<file path="src/mfcfg_pkg.sv">
`default_nettype none
package mfcfg_pkg;
    localparam logic [11:0] ADDR_RECEIVE_CONFIGURATION  = 12'h06C;
    localparam logic [11:0] ADDR_TRANSMIT_CONFIGURATION = 12'h070;
    localparam logic [11:0] ADDR_IRQ_STATUS = 12'h080;
    localparam logic [11:0] ADDR_IRQ_ENABLE = 12'h084;
    localparam logic [11:0] ADDR_IRQ_CLEAR  = 12'h088;

    localparam int RX_END_ALIGN_HI  = 31;
    localparam int RX_END_ALIGN_LO  = 30;
    localparam int RX_FLUSH_BIT     = 15;
    localparam int RX_PAD_HI        = 12;
    localparam int RX_PAD_LO        = 8;
    localparam int TX_STAT_FLUSH_BIT = 15;
    localparam int TX_DATA_FLUSH_BIT = 14;
    localparam int TX_OVR_ALLOW_BIT = 2;
    localparam int TX_ENABLE_BIT    = 1;
    localparam int TX_STOP_BIT      = 0;

    localparam int IRQ_BITS         = 4;
    localparam int IRQ_RX_FLUSHED   = 0;
    localparam int IRQ_TXS_FLUSHED  = 1;
    localparam int IRQ_TXD_FLUSHED  = 2;
    localparam int IRQ_TX_STOPPED   = 3;

    localparam logic [1:0] ALIGN_CODE_4  = 2'h0;
    localparam logic [1:0] ALIGN_CODE_16 = 2'h1;
    localparam logic [1:0] ALIGN_CODE_32 = 2'h2;
    localparam logic [5:0] ALIGN_BYTES_4  = 6'h04;
    localparam logic [5:0] ALIGN_BYTES_16 = 6'h10;
    localparam logic [5:0] ALIGN_BYTES_32 = 6'h20;

    typedef struct packed {
        logic       rx_flush;
        logic       tx_status_flush;
        logic       tx_data_flush;
        logic [4:0] rx_lead_pad_bytes;
        logic [5:0] rx_end_align_bytes;
        logic       rx_end_align_bad;
        logic       tx_run;
    } mfcfg_ctrl_t;
endpackage : mfcfg_pkg
`default_nettype wire

</file>
<file path="src/mfcfg_align_dec.sv">
`default_nettype none
module mfcfg_align_dec (
    input  wire logic [1:0] code_in,
    output logic      [5:0] bytes_out,
    output logic            reserved_out
);
    always_comb begin
        reserved_out = 1'b0;
        unique case (code_in)
            mfcfg_pkg::ALIGN_CODE_4:  bytes_out = mfcfg_pkg::ALIGN_BYTES_4;
            mfcfg_pkg::ALIGN_CODE_16: bytes_out = mfcfg_pkg::ALIGN_BYTES_16;
            mfcfg_pkg::ALIGN_CODE_32: bytes_out = mfcfg_pkg::ALIGN_BYTES_32;
            default: begin
                // The reserved code falls back to DWORD alignment so padding stays bounded.
                bytes_out    = mfcfg_pkg::ALIGN_BYTES_4;
                reserved_out = 1'b1;
            end
        endcase
    end
endmodule : mfcfg_align_dec
`default_nettype wire

</file>
<file path="src/mfcfg_top.sv">
// What this block does
// - Receive flush write empties RX data and status FIFO pointers, then self-clears.
// - Leading pad byte count 0..31 is driven to the receive datapath.
// - Upper three pad bits may change live; datapath applies at next DWORD read.
// - End alignment code: 00 four, 01 sixteen, 10 thirty-two bytes, 11 reserved.
// - Transmit status flush write empties TX status FIFO pointers, then self-clears.
// - Transmit data flush write empties TX data FIFO pointers, then self-clears.
// - Without overrun allowance, transmission pauses while TX status FIFO is full.
// - Overrun allowance never affects the status FIFO full interrupt.
// - Transmitter enable set makes the transmitter run and send queued data.
// - Enable clears itself once a stop was requested and the transmitter halted.
// - Stop request finishes the current frame, then stops; request clears afterwards.
// - Host writes to the stop bit are ignored while it is set.
// - Final receive transfer is padded to end alignment; host discards padding.
//
// Chosen here: the APB register port.
`default_nettype none
module mfcfg_top (
    input  wire logic                  ref_clk_in,
    input  wire logic                  rst_in,
    input  wire logic                  psel_in,
    input  wire logic                  penable_in,
    input  wire logic                  pwrite_in,
    input  wire logic [11:0]           paddr_in,
    input  wire logic [31:0]           pwdata_in,
    input  wire logic [3:0]            pstrb_in,
    output logic      [31:0]           prdata_out,
    output logic                       pready_out,
    output logic                       pslverr_out,
    input  wire logic                  tx_status_full_in,
    input  wire logic                  tx_frame_active_in,
    input  wire logic                  tx_status_full_irq_in,
    output mfcfg_pkg::mfcfg_ctrl_t     ctrl_out,
    output logic                       tx_status_full_irq_out,
    output logic                       irq_out
);
    logic [1:0]  rx_end_align;
    logic        rx_flush;
    logic [4:0]  rx_lead_pad_bytes;
    logic        tx_status_flush;
    logic        tx_data_flush;
    logic        tx_status_overrun_allow;
    logic        tx_enable;
    logic        tx_stop_req;
    logic [mfcfg_pkg::IRQ_BITS-1:0] irq_status;
    logic [mfcfg_pkg::IRQ_BITS-1:0] irq_enable;
    logic [mfcfg_pkg::IRQ_BITS-1:0] irq_event;
    logic [mfcfg_pkg::IRQ_BITS-1:0] irq_clear;
    logic [5:0]  align_bytes;
    logic        align_bad;
    logic        tx_halted;
    logic        wr_access;
    logic        rd_access;
    logic        addr_hit;
    logic        wr_rx;
    logic        wr_tx;
    logic [31:0] receive_configuration_view;
    logic [31:0] transmit_configuration_view;
    logic        hit_receive;
    logic        hit_transmit;
    logic        hit_irq_status;
    logic        hit_irq_enable;
    logic        hit_irq_clear;
    logic        lane_align;
    logic        lane_pad;
    logic        lane_rx_flush;
    logic        lane_txs_flush;
    logic        lane_txd_flush;
    logic        lane_tx_ctrl;
    logic        lane_irq;
    logic [31:0] next_prdata;

    mfcfg_align_dec u_align (
        .code_in      (rx_end_align),
        .bytes_out    (align_bytes),
        .reserved_out (align_bad)
    );

    // Single-cycle access phase: the slave never inserts wait states.
    assign pready_out = 1'b1;
    assign wr_access  = psel_in & penable_in & pwrite_in;
    assign rd_access  = psel_in & ~penable_in & ~pwrite_in;
    assign hit_receive    = (paddr_in == mfcfg_pkg::ADDR_RECEIVE_CONFIGURATION);
    assign hit_transmit   = (paddr_in == mfcfg_pkg::ADDR_TRANSMIT_CONFIGURATION);
    assign hit_irq_status = (paddr_in == mfcfg_pkg::ADDR_IRQ_STATUS);
    assign hit_irq_enable = (paddr_in == mfcfg_pkg::ADDR_IRQ_ENABLE);
    assign hit_irq_clear  = (paddr_in == mfcfg_pkg::ADDR_IRQ_CLEAR);
    assign addr_hit    = hit_receive | hit_transmit | hit_irq_status | hit_irq_enable | hit_irq_clear;
    assign pslverr_out = psel_in & penable_in & ~addr_hit;
    assign wr_rx = wr_access & hit_receive;
    assign wr_tx = wr_access & hit_transmit;

    // Byte lanes follow the field positions, so a moved field keeps its strobe, except stop and overrun allow, which take the enable bit's lane.
    assign lane_align     = pstrb_in[mfcfg_pkg::RX_END_ALIGN_HI / 8];
    assign lane_pad       = pstrb_in[mfcfg_pkg::RX_PAD_HI / 8];
    assign lane_rx_flush  = pstrb_in[mfcfg_pkg::RX_FLUSH_BIT / 8];
    assign lane_txs_flush = pstrb_in[mfcfg_pkg::TX_STAT_FLUSH_BIT / 8];
    assign lane_txd_flush = pstrb_in[mfcfg_pkg::TX_DATA_FLUSH_BIT / 8];
    assign lane_tx_ctrl   = pstrb_in[mfcfg_pkg::TX_ENABLE_BIT / 8];
    assign lane_irq       = pstrb_in[(mfcfg_pkg::IRQ_BITS - 1) / 8];

    // The transmitter counts as halted once a stop is pending and no frame is on the wire.
    assign tx_halted = tx_stop_req & ~tx_frame_active_in;

    always_ff @(posedge ref_clk_in or posedge rst_in) begin
        if (rst_in) begin
            rx_end_align      <= 2'h0;
            rx_lead_pad_bytes <= 5'h00;
        end else if (wr_rx) begin
            if (lane_align) begin
                rx_end_align <= pwdata_in[mfcfg_pkg::RX_END_ALIGN_HI:mfcfg_pkg::RX_END_ALIGN_LO];
            end
            if (lane_pad) begin
                rx_lead_pad_bytes <= pwdata_in[mfcfg_pkg::RX_PAD_HI:mfcfg_pkg::RX_PAD_LO];
            end
        end
    end

    // Flush strobes are one-cycle pulses; they read back as zero once the pointers have been cleared.
    always_ff @(posedge ref_clk_in or posedge rst_in) begin
        if (rst_in) begin
            rx_flush        <= 1'b0;
            tx_status_flush <= 1'b0;
            tx_data_flush   <= 1'b0;
        end else begin
            rx_flush        <= wr_rx & lane_rx_flush & pwdata_in[mfcfg_pkg::RX_FLUSH_BIT];
            tx_status_flush <= wr_tx & lane_txs_flush & pwdata_in[mfcfg_pkg::TX_STAT_FLUSH_BIT];
            tx_data_flush   <= wr_tx & lane_txd_flush & pwdata_in[mfcfg_pkg::TX_DATA_FLUSH_BIT];
        end
    end

    always_ff @(posedge ref_clk_in or posedge rst_in) begin
        if (rst_in) begin
            tx_status_overrun_allow <= 1'b0;
        end else if (wr_tx & lane_tx_ctrl) begin
            tx_status_overrun_allow <= pwdata_in[mfcfg_pkg::TX_OVR_ALLOW_BIT];
        end
    end

    // A halt clears enable even if the same cycle carries a host write, so the stop always lands.
    always_ff @(posedge ref_clk_in or posedge rst_in) begin
        if (rst_in) begin
            tx_enable <= 1'b0;
        end else if (tx_halted) begin
            tx_enable <= 1'b0;
        end else if (wr_tx & lane_tx_ctrl) begin
            tx_enable <= pwdata_in[mfcfg_pkg::TX_ENABLE_BIT];
        end
    end

    always_ff @(posedge ref_clk_in or posedge rst_in) begin
        if (rst_in) begin
            tx_stop_req <= 1'b0;
        end else if (tx_stop_req) begin
            if (tx_halted) begin
                tx_stop_req <= 1'b0;
            end
        end else if (wr_tx & lane_tx_ctrl) begin
            tx_stop_req <= pwdata_in[mfcfg_pkg::TX_STOP_BIT];
        end
    end

    assign irq_event[mfcfg_pkg::IRQ_RX_FLUSHED]  = rx_flush;
    assign irq_event[mfcfg_pkg::IRQ_TXS_FLUSHED] = tx_status_flush;
    assign irq_event[mfcfg_pkg::IRQ_TXD_FLUSHED] = tx_data_flush;
    assign irq_event[mfcfg_pkg::IRQ_TX_STOPPED]  = tx_halted;
    assign irq_clear = (wr_access & hit_irq_clear & lane_irq) ?
                       pwdata_in[mfcfg_pkg::IRQ_BITS-1:0] : '0;

    genvar gi;
    generate
        for (gi = 0; gi < mfcfg_pkg::IRQ_BITS; gi++) begin : g_irq
            // A new event outranks a clear written in the same cycle.
            always_ff @(posedge ref_clk_in or posedge rst_in) begin
                if (rst_in) begin
                    irq_status[gi] <= 1'b0;
                end else if (irq_event[gi]) begin
                    irq_status[gi] <= 1'b1;
                end else if (irq_clear[gi]) begin
                    irq_status[gi] <= 1'b0;
                end
            end
        end
    endgenerate

    always_ff @(posedge ref_clk_in or posedge rst_in) begin
        if (rst_in) begin
            irq_enable <= '0;
        end else if (wr_access & hit_irq_enable & lane_irq) begin
            irq_enable <= pwdata_in[mfcfg_pkg::IRQ_BITS-1:0];
        end
    end

    assign irq_out = |(irq_status & irq_enable);

    always_comb begin
        receive_configuration_view = '0;
        receive_configuration_view[mfcfg_pkg::RX_END_ALIGN_HI:mfcfg_pkg::RX_END_ALIGN_LO] = rx_end_align;
        receive_configuration_view[mfcfg_pkg::RX_FLUSH_BIT] = rx_flush;
        receive_configuration_view[mfcfg_pkg::RX_PAD_HI:mfcfg_pkg::RX_PAD_LO] = rx_lead_pad_bytes;
        transmit_configuration_view = '0;
        transmit_configuration_view[mfcfg_pkg::TX_STAT_FLUSH_BIT] = tx_status_flush;
        transmit_configuration_view[mfcfg_pkg::TX_DATA_FLUSH_BIT] = tx_data_flush;
        transmit_configuration_view[mfcfg_pkg::TX_OVR_ALLOW_BIT]  = tx_status_overrun_allow;
        transmit_configuration_view[mfcfg_pkg::TX_ENABLE_BIT]     = tx_enable;
        transmit_configuration_view[mfcfg_pkg::TX_STOP_BIT]       = tx_stop_req;
        next_prdata = '0;
        unique case (paddr_in)
            mfcfg_pkg::ADDR_RECEIVE_CONFIGURATION:  next_prdata = receive_configuration_view;
            mfcfg_pkg::ADDR_TRANSMIT_CONFIGURATION: next_prdata = transmit_configuration_view;
            mfcfg_pkg::ADDR_IRQ_STATUS:             next_prdata[mfcfg_pkg::IRQ_BITS-1:0] = irq_status;
            mfcfg_pkg::ADDR_IRQ_ENABLE:             next_prdata[mfcfg_pkg::IRQ_BITS-1:0] = irq_enable;
            default:                                next_prdata = '0;
        endcase
    end

    // Read data is captured in the setup cycle so it is stable from a flop during the access phase.
    always_ff @(posedge ref_clk_in or posedge rst_in) begin
        if (rst_in) begin
            prdata_out <= '0;
        end else if (rd_access) begin
            prdata_out <= next_prdata;
        end
    end

    always_comb begin
        ctrl_out.rx_flush           = rx_flush;
        ctrl_out.tx_status_flush    = tx_status_flush;
        ctrl_out.tx_data_flush      = tx_data_flush;
        ctrl_out.rx_lead_pad_bytes  = rx_lead_pad_bytes;
        ctrl_out.rx_end_align_bytes = align_bytes;
        ctrl_out.rx_end_align_bad   = align_bad;
        // A pending stop still lets the current frame finish; the datapath starts no new frame then.
        ctrl_out.tx_run = tx_enable & ~(tx_stop_req & ~tx_frame_active_in) &
                          (tx_status_overrun_allow | ~tx_status_full_in);
    end

    // The full interrupt passes straight through, independent of the overrun allowance.
    assign tx_status_full_irq_out = tx_status_full_irq_in;
endmodule : mfcfg_top
`default_nettype wire

</file>
<file path="config.mk">
export PLATFORM = sky130hd
export DESIGN_NAME = mfcfg_top
export DESIGN_NICKNAME = d
export VERILOG_FILES = /design/src/mfcfg_pkg.sv /design/src/mfcfg_align_dec.sv /design/src/mfcfg_top.sv
export SDC_FILE = /design/constraint.sdc
export NUM_CORES = 1
export LEC_CHECK = 0
export BUFFER_PORTS_ARGS = -buffer_cell sky130_fd_sc_hd__buf_2
export CORE_ASPECT_RATIO = 0.5
export CORE_UTILIZATION = 43
export DETAILED_ROUTE_END_ITERATION = 10
export PLACE_DENSITY = 0.9
export SYNTH_ARGS = -nofsm -noshare
export SYNTH_HDL_FRONTEND = slang
export SYNTH_HIERARCHICAL = 1
export SYNTH_SLANG_ARGS = --single-unit
</file>
<file path="constraint.sdc">
create_clock -name ref_clk_in -period 1.3 [get_ports ref_clk_in]
set_clock_uncertainty 0.15 [all_clocks]
set_input_delay 0.065 -clock ref_clk_in [delete_from_list [all_inputs] [get_ports ref_clk_in]]
set_output_delay 0.065 -clock ref_clk_in [all_outputs]
set_load 0.005 [all_outputs]
</file>
==> qor.yml, run 1 <==
yosys:
  seq_area_frac_synth: 0.470
  synthTopCellsByArea: "dfrtp_1 47%, buf_4 12%, mux2_2 5.0%, a22o_1 4.4%, mux2_4 3.3%"
  yosysWarnings: 6
  yosys.area.top_type: "dfrtp_1"
  synth.avg_cell_area_um2: 11.3
  synth.distinct_cells: 38
  ys_seq_elements: 34
  synthesis.area_um2: 1810
  synthesis.instances: 160
  synth_top_area_share: 0.470
min_path:
  holdPathStages: 4
  min_from: "pstrb_in[3]"
  hp-class: "input pin to register"
sta:
  fin_crit_sh: 1.09
  worst_slack_ps: -113
  timing.fmax_mhz: 707
  setup_viol: 26
  slew_violations: 0
  min_period_ps: 1410
  tns_ps: -1430
  rsz0062_at_grt: "yes"
  hold_ws_ps: 91.4
  finalHoldViolCount: 0
drt:
  detail_route.first_pass.iterations: 4
  postRouteWirelength_mm: 6.18
  top_layer: "met4"
  wire_per_inst_um: 18.8
  first_iter_violations: 111
  met2WireLength_mm: 3.03
  post-route-drc-count: 0
  antenna_left: 0
  vias_per_cell: 5.30
  met1_length_mm: 2.25
  wl_met3_um: 460
  vias: 1738
run_status:
  violations: "negative setup slack"
  status: "complete, but fails checks"
clock_tree:
  cts_tree: "done"
  htree_num_levels: 2
  clock-sinks: 34
  cts_buffers: 5
  cts-root-buf: "clkbuf_8"
  path_clk_slew_ps: 70
  insertion_delay_ps: 290
  clockBufferDepth: 2
worst_setup_path:
  crit_arrival_ps: 1440
  end_kind: "register"
  crit_required_ps: 1330
  critPathMaxFanout: 4
  crit_start: "paddr_in[8]"
  cp-start-kind: "input pin"
  reg2reg_from: "irq_status[2]"
  reg2reg_depth: 3
  crit_type: "input pin to register"
placed_design:
  place_inst: 291
  preCtsSetupSlack_ps: -362
  hpwlAfterDp_mm: 3.37
  place_congestion: 0.757
  io_buffers: 62
floorplan:
  die_w_um: 93.8
  die_h_um: 47.9
  coreArea_um2: 3960
  ios: 108
  initial_core_util: 0.457
  rows: 16
  dieArea_um2: 4490
global_route:
  grt_pass1_vias: 1649
  grt_overflow: 0
  antenna_found_initial: 0
  track_usage: 0.253
  grt_pass1_wl_mm: 8.14
  grt_max_degree: 35
power:
  p_per_area_nw_per_um2: 794
  power_mw: 2.16
  p_leak_nw: 1.46
  ir_worst_vdd_uv: 416
layout:
  antennaDiodeCount: 0
  drive_gt1_frac: 0.507
  syn_to_final_growth_pct: 50.0
  final_cell_mix: "58 x buf_2, 37 x buf_4, 34 x dfrtp_1"
  final_cells: 328
  final_common_cell: "buf_2"
  layout.nets: 332
run:
  cap_violations: 0
[what timing repair did]
action	in CTS	in global routing
pin swaps	7	6
buffers inserted	11	2
setup endpoints to repair	15	34
cloned	0	0
endpoints found under the hold margin	56	0
hold buffers	16	0
gates resized for setup	10	17
[routing by layer]
| layer | track usage | vias up |
|---|---|---|
| met5 | 0 | - |
| met4 | 0.157 | 0 |
| met3 | 0.0524 | 41 |
| met2 | 0.474 | 130 |
| met1 | 0.283 | 829 |
| li1 | - | 738 |
[per-stage QoR]
step           cell area (um^2)   util
2_1_floorplan              1910      -
3_3_place_gp               2240  0.565
3_5_place_dp               2240  0.565
4_1_cts                    2620  0.661
5_1_grt                    2720  0.686
6_report                   2720  0.686
[area by class of cell]
class / count / area [um^2]
Multi-Input combinational cell: 112 / 897
Tap cell: 54 / 67.6
Timing Repair Buffer: 117 / 796
Inverter: 3 / 11.3
Fill cell: 259 / 1250
Clock inverter: 2 / 12.5
Clock buffer: 6 / 82.6
Sequential cell: 34 / 851
[power breakdown]
| group | switching, mW | total (mW) | internal [mW] |
|---|---|---|---|
| Sequential | 0.000355 | 1.06 | 1.06 |
| Combinational | 0.128 | 0.253 | 0.126 |
| Clock | 0.420 | 0.846 | 0.426 |
[cells by family after synthesis]
family | Yosys count | synth area share
buffers and inverters | 34 | 0.129
AOI/OAI and AO/OA | 21 | 0.0994
adders and majority gates | 3 | 0.0207
muxes | 17 | 0.111
other | 3 | 0.00622
DFF | 34 | 0.470
and+or+nand+nor | 48 | 0.164
[path summary, 6_finish.rpt]
check	end	slack (ps)
worst max-delay path	irq_enable[0]	-110
worst min-delay path	rx_end_align[1]	90
worst max register to register	prdata_out[2]	50
worst min register to register	prdata_out[3]	320
max in group asynchronous	irq_status[0]	420
min in group asynchronous	prdata_out[10]	260
[critical path: stages]
cell	delay, ps
buf_6	100
nor4_4	360
nand2_1	180
or3_4	410
mux2_4	330
[cell usage after synthesis]
cell       number
nor4b_1         1
clkbuf_1        2
mux2i_1         5
nor2_4          1
a22o_1          9
conb_1          3
nor3_1          1
or3_4           1
inv_1           3
ha_1            3
nand4_1         3
nor4b_2         1
mux2_4          4
o21ai_0         1
a21bo_2         1
nor2_2          1
or3b_1          1
dfrtp_1        34
nor4_4          1
a2111oi_0       1
nand2b_1        2
mux2_2          8
buf_4          28
and3b_1         1
and4_1          1
nor2b_1         3
buf_2           1
nand2_1        13
and3_1          2
and2_1          3
nor2_1          8
nor3b_1         1
a22oi_1         2
and2_0          1
a21o_1          3
and4_2          1
a221o_1         4
nand4b_1        1
[flip-flops by register name (all words and copies together) (netlist names)]
| signal | cells |
|---|---|
| prdata_out | 13 |
| rx_lead_pad_bytes | 5 |
| irq_enable | 4 |
| irq_status | 4 |
| rx_end_align | 2 |
| rx_flush | 1 |
| tx_data_flush | 1 |
| tx_enable | 1 |
| tx_status_flush | 1 |
| tx_status_overrun_allow | 1 |
| tx_stop_req | 1 |
Note: power is estimated with default switching activity, not from simulation.
==> run 2, diff against run 1 <==
==> constraint.sdc (replaced) <==
create_clock -name ref_clk_in -period 1.6 [get_ports ref_clk_in]
set_clock_uncertainty 0.15 [all_clocks]
set_input_delay 0.08 -clock ref_clk_in [delete_from_list [all_inputs] [get_ports ref_clk_in]]
set_output_delay 0.08 -clock ref_clk_in [all_outputs]
set_load 0.005 [all_outputs]
==> run 2 against run 1 <==
The run now ends clean. Sequential power shrank 19%. Critical endpoint is now pslverr_out. Cell count decreased by 8.2%. Core utilization is 8.3 points lower. Sequential share of layout area grew 4.3 points. Via count down 16%. Non-clock buffer count down 27. Combinational power decreased by 38%. Flip-flop and latch count did not move. Clock power fell by 23%. Wire length shrank 33%. Largest cell class is now registers. Setup slack improved by 170 ps.
==> qor.yml, run 2 (synthesis gave the netlist of run 1 again) <==
run_status:
  status: "complete, no violations"
worst_setup_path:
  slowest_delay_ps: 380
  critical-path-top-delay-family: "simple AND/OR/NAND/NOR gates"
  reg2reg_from: "irq_status[0]"
  path_depth: 6
  critPathMaxFanout: 2
  reg2reg_depth: 3
  crit_top_cell: "buf_2"
  crit_start: "paddr_in[5]"
  crit_arrival_ps: 1310
  cp-start-kind: "input pin"
  cp_cell_sequence: "buf_2 -> nor4b_2 -> nand2_1 -> a2111oi_2 -> nor2_1 -> buf_2"
  crit_type: "input pin to primary output"
  cp_slowest_cell: "nor4b_2"
  crit_required_ps: 1370
  crit_buf_inv: 2
  end_kind: "primary output"
global_route:
  grt_max_degree: 35
  track_usage: 0.192
  grt_pass1_vias: 1402
  gr-usage-met2: 0.378
  antenna_found_initial: 0
  busiest_layer: "met2"
  grt_pass1_wl_mm: 6.29
  grt.met1_usage: 0.212
  grt_overflow: 0
  grtUsageMet3: 0.0651
run:
  cap_violations: 0
sta:
  hold_ws_ps: 10.0
  slew_violations: 0
  timing.fmax_mhz: 649
  fin_crit_sh: 0.964
  worst_slack_ps: 58.1
  min_period_ps: 1540
  finalHoldViolCount: 0
  setup_viol: 0
drt:
  first_iter_violations: 76
  antenna_left: 0
  vias_per_cell: 4.86
  post-route-drc-count: 0
  detail_route.first_pass.iterations: 4
  wire_per_inst_um: 13.7
  vias: 1463
  postRouteWirelength_mm: 4.13
floorplan:
  initial_core_util: 0.457
  rows: 16
  die_h_um: 47.9
  ios: 108
  die_w_um: 93.8
  dieArea_um2: 4490
  coreArea_um2: 3960
layout:
  final_cell_mix: "62 x buf_2, 34 x dfrtp_1, 23 x conb_1"
  syn_to_final_growth_pct: 31.8
  final_cells: 301
  top_register: "prdata_out"
  largest_reg_flops: 13
  layout.nets: 305
  antennaDiodeCount: 0
  final_common_cell: "buf_2"
  reg_top3: "prdata_out: 13 flops, rx_lead_pad_bytes: 5 flops"
  design_area_um2: 2390
  drive_gt1_frac: 0.413
min_path:
  holdPathStages: 0
  hp-class: "input pin to primary output"
  min_from: "tx_status_full_irq_in"
power:
  p_per_area_nw_per_um2: 699
  power_mw: 1.67
  p_leak_nw: 1.32
  ir_worst_vdd_uv: 585
clock_tree:
  postCtsSetupBuffers: 0
  clock-sinks: 34
  insertion_delay_ps: 280
  htree_num_levels: 2
  cts-root-buf: "clkbuf_8"
  clockBufferDepth: 2
  cts_buffers: 5
  cts_tree: "done"
placed_design:
  hpwlAfterDp_mm: 3.04
  preCtsSetupSlack_ps: -80.2
  io_buffers: 62
  place_area_um2: 2140
  place_inst: 278
  place_congestion: 0.803
==> run 2: cell types whose count changed in the layout (fill, tap and decap cells not counted), sizes merged <==
cell / previous run / this run
clkinvlp: 1 / 0
dlygate4sd3: 16 / 15
clkbuf: 6 / 7
buf: 101 / 75
==> run 2: final cells by class <==
| class | count | area, um^2 |
|---|---|---|
| Clock inverter | 1 | 5.00 |
| Timing Repair Buffer | 90 | 558 |
| Tap cell | 54 | 67.6 |
| Clock buffer | 7 | 86.3 |
| Sequential cell | 34 | 851 |
| Fill cell | 311 | 1580 |
| Inverter | 3 | 11.3 |
| Multi-Input combinational cell | 112 | 808 |
==> run 2: worst register-to-register path, stage by stage, from the launching register on <==
cell and delay (ps):
dfrtp_1 410, mux2i_1 160, nor2_1 70, a221o_1 260
==> run 2: path summary, 6_finish.rpt <==
kind,slack [ps],to
worst max-delay path,60,pslverr_out
worst min-delay path,10,tx_status_full_irq_out
worst max register to register,440,prdata_out[0]
worst min register to register,340,irq_status[2]
max in group asynchronous,730,rx_end_align[1]
min in group asynchronous,280,rx_flush
==> run 2: per-layer routing <==
metal,vias to the layer above,part of all wire
met3,3,0.054
met5,-,0
li1,681,-
met1,727,0.40
met4,0,0.0046
met2,52,0.54
==> run 2: what timing repair did <==
item,in CTS,in global routing
resized for setup,0,2
hold buffers,15,0
endpoints found under the hold margin,55,0
endpoints found under the setup margin,0,1
==> run 2: stage by stage <==
step                       util  TNS [ps]
final                     0.602         0
after global routing      0.602     -36.9
after CTS                 0.601         0
after detailed placement  0.540      -992
after global placement    0.540      -562
after floorplan               -         0
==> run 2: power by group <==
group          internal (mW)  switching [mW]  total, mW
clock                  0.347           0.304      0.651
combinational         0.0775          0.0804      0.158
sequential             0.860        0.000261      0.860
==> run 3, diff against run 2 <==
--- a/config.mk
+++ b/config.mk
@@ -6,10 +6,11 @@
 export NUM_CORES = 1
 export LEC_CHECK = 0
 export BUFFER_PORTS_ARGS = -buffer_cell sky130_fd_sc_hd__buf_2
-export CORE_ASPECT_RATIO = 0.5
+export CORE_ASPECT_RATIO = 0.8
 export CORE_UTILIZATION = 43
 export DETAILED_ROUTE_END_ITERATION = 10
 export PLACE_DENSITY = 0.9
+export RECOVER_POWER = 100
 export SYNTH_ARGS = -nofsm -noshare
 export SYNTH_HDL_FRONTEND = slang
 export SYNTH_HIERARCHICAL = 1
==> run 3 against run 2 <==
Flip-flop and latch count unchanged. Wire length increased by 2.1%. Fmax is 2.3% higher. First-iteration DRC count fell by 1.3%. Critical path type unchanged. Critical endpoint unchanged. Largest power group is now the clock network.
==> qor.yml, run 3 (synthesis gave the netlist of run 1 again) <==
power:
  p_per_area_nw_per_um2: 839
  p_leak_nw: 1.23
  power_mw: 1.99
  swShare: 0.197
  p_int_mw: 1.60
  pwr-share-seq: 0.432
  power_switching_mw: 0.392
  ir_worst_vdd_uv: 440
  combPwrFrac: 0.079
  pwr-share-clk: 0.489
worst_setup_path:
  end_kind: "primary output"
  critPathMaxFanout: 2
  rrSetupSlack_ps: 450
  worstReg2RegEnd: "prdata_out[0]"
  cp-start-kind: "input pin"
  cp_cell_sequence: "buf_2 -> nor4b_4 -> nand2_1 -> a2111oi_1 -> nor2_1 -> clkbuf_1"
  crit_arrival_ps: 1280
  crit_required_ps: 1370
  crit_type: "input pin to primary output"
  reg2reg_from: "irq_status[0]"
  reg2reg_depth: 3
  cp_slowest_cell: "a2111oi_1"
  slowest_delay_ps: 440
placed_design:
  io_buffers: 62
  hpwlAfterDp_mm: 3.00
  preCtsSetupSlack_ps: -118
  place_area_um2: 2130
  place_congestion: 0.785
  place_inst: 278
global_route:
  grt_pass1_vias: 1312
  antenna_found_initial: 0
  grt_pass1_wl_mm: 6.33
  track_usage: 0.198
  grt_overflow: 0
  grt_max_degree: 35
clock_tree:
  htree_num_levels: 2
  cts-root-buf: "clkbuf_8"
  clock-sinks: 34
  insertion_delay_ps: 280
  cts_buffers: 5
  postCtsSetupBuffers: 0
  cts_tree: "done"
  clockBufferDepth: 2
drt:
  wire_per_inst_um: 14.0
  vias: 1425
  postRouteWirelength_mm: 4.22
  detail_route.first_pass.iterations: 4
  first_iter_violations: 75
  antenna_left: 0
  vias_per_cell: 4.73
  post-route-drc-count: 0
floorplan:
  initial_core_util: 0.464
  rows: 20
  ios: 108
  coreArea_um2: 3900
  die_w_um: 74.6
  die_h_um: 60.1
  dieArea_um2: 4480
sta:
  min_period_ps: 1510
  worst_slack_ps: 92.7
  setup_viol: 0
  tns_ps: 0
  rsz0062_at_grt: "no"
  timing.fmax_mhz: 663
  finalHoldViolCount: 0
  slew_violations: 0
  fin_crit_sh: 0.942
  relSlewSlack: 0.454
  tightest_slew_ps: 819
  hold_ws_ps: 10.0
layout:
  syn_to_final_growth_pct: 31.1
  final_cells: 301
  drive_gt1_frac: 0.289
  reg_top3: "prdata_out: 13 flops, rx_lead_pad_bytes: 5 flops"
  largest_reg_flops: 13
  multiInputGateArea_um2: 795
  final-seq-area_um2: 851
  final_common_cell: "buf_2"
  design_area_um2: 2370
  antennaDiodeCount: 0
  finish.utilization: 0.608
  layout.nets: 304
  top_register: "prdata_out"
  fill_cells: 345
  final_cell_mix: "41 x buf_2, 34 x dfrtp_1, 25 x clkbuf_1"
min_path:
  holdPathStages: 0
  hp-class: "input pin to primary output"
  min_from: "tx_status_full_irq_in"
  hold_end: "tx_status_full_irq_out"
run:
  cap_violations: 0
run_status:
  status: "complete, no violations"
run 3: cell count changes in the layout (fill, tap and decap cells not counted), moves of 2 or more:
cell,before,now
mux2_4,4,1
buf_4,13,6
buf_2,62,41
clkbuf_1,1,25
mux2_1,0,3
bufinv_16,0,2
run 3: routing by layer:
layer | vias up | share of wire | global-route usage
met5 | - | 0 | 0
met4 | 0 | 0.016 | 0.0809
met3 | 4 | 0.059 | 0.0540
met2 | 58 | 0.48 | 0.317
met1 | 684 | 0.44 | 0.257
li1 | 679 | - | -
run 3: power groups by stage:
stage	logic, mW	registers (mW)	clock network (mW)
after floorplan	0.0949	0.876	0
after global placement	0.123	0.876	0
after detailed placement	0.126	0.876	0
after CTS	0.154	0.860	0.984
after global routing	0.174	0.859	1.02
final	0.157	0.860	0.975
run 3: area by class of cell:
cell class / instances / share of cell area
flip-flops and latches: 34 / 0.358
multi-input cells: 112 / 0.335
clock buffers: 6 / 0.0348
clock inverters: 2 / 0.0253
well taps: 55 / 0.0290
inverters: 3 / 0.00474
repair buffers: 89 / 0.213
run 3: worst max-delay path by stage:
stage	startpoint	end	slack, ps	cells past startpoint
after floorplan	paddr_in[9]	irq_enable[0]	110	4
after CTS	paddr_in[5]	pslverr_out	70	6
after global placement	paddr_in[9]	prdata_out[15]	-70	6
final	paddr_in[5]	pslverr_out	90	6
after detailed placement	paddr_in[9]	rx_lead_pad_bytes[0]	-120	5
after global routing	paddr_in[5]	pslverr_out	10	6
run 3: repair_timing:
action                                  CTS  global route
gates resized for setup                   0             2
hold buffers                             15             0
endpoints found under the setup margin    0             1
hold endpoints to repair                 55             0
run 3: critical path: cells and delay by family:
kind,cells,cell delay (ps)
and+or+nand+nor,3,520
buffers and inverters,2,240
AOI/OAI and AO/OA,1,440
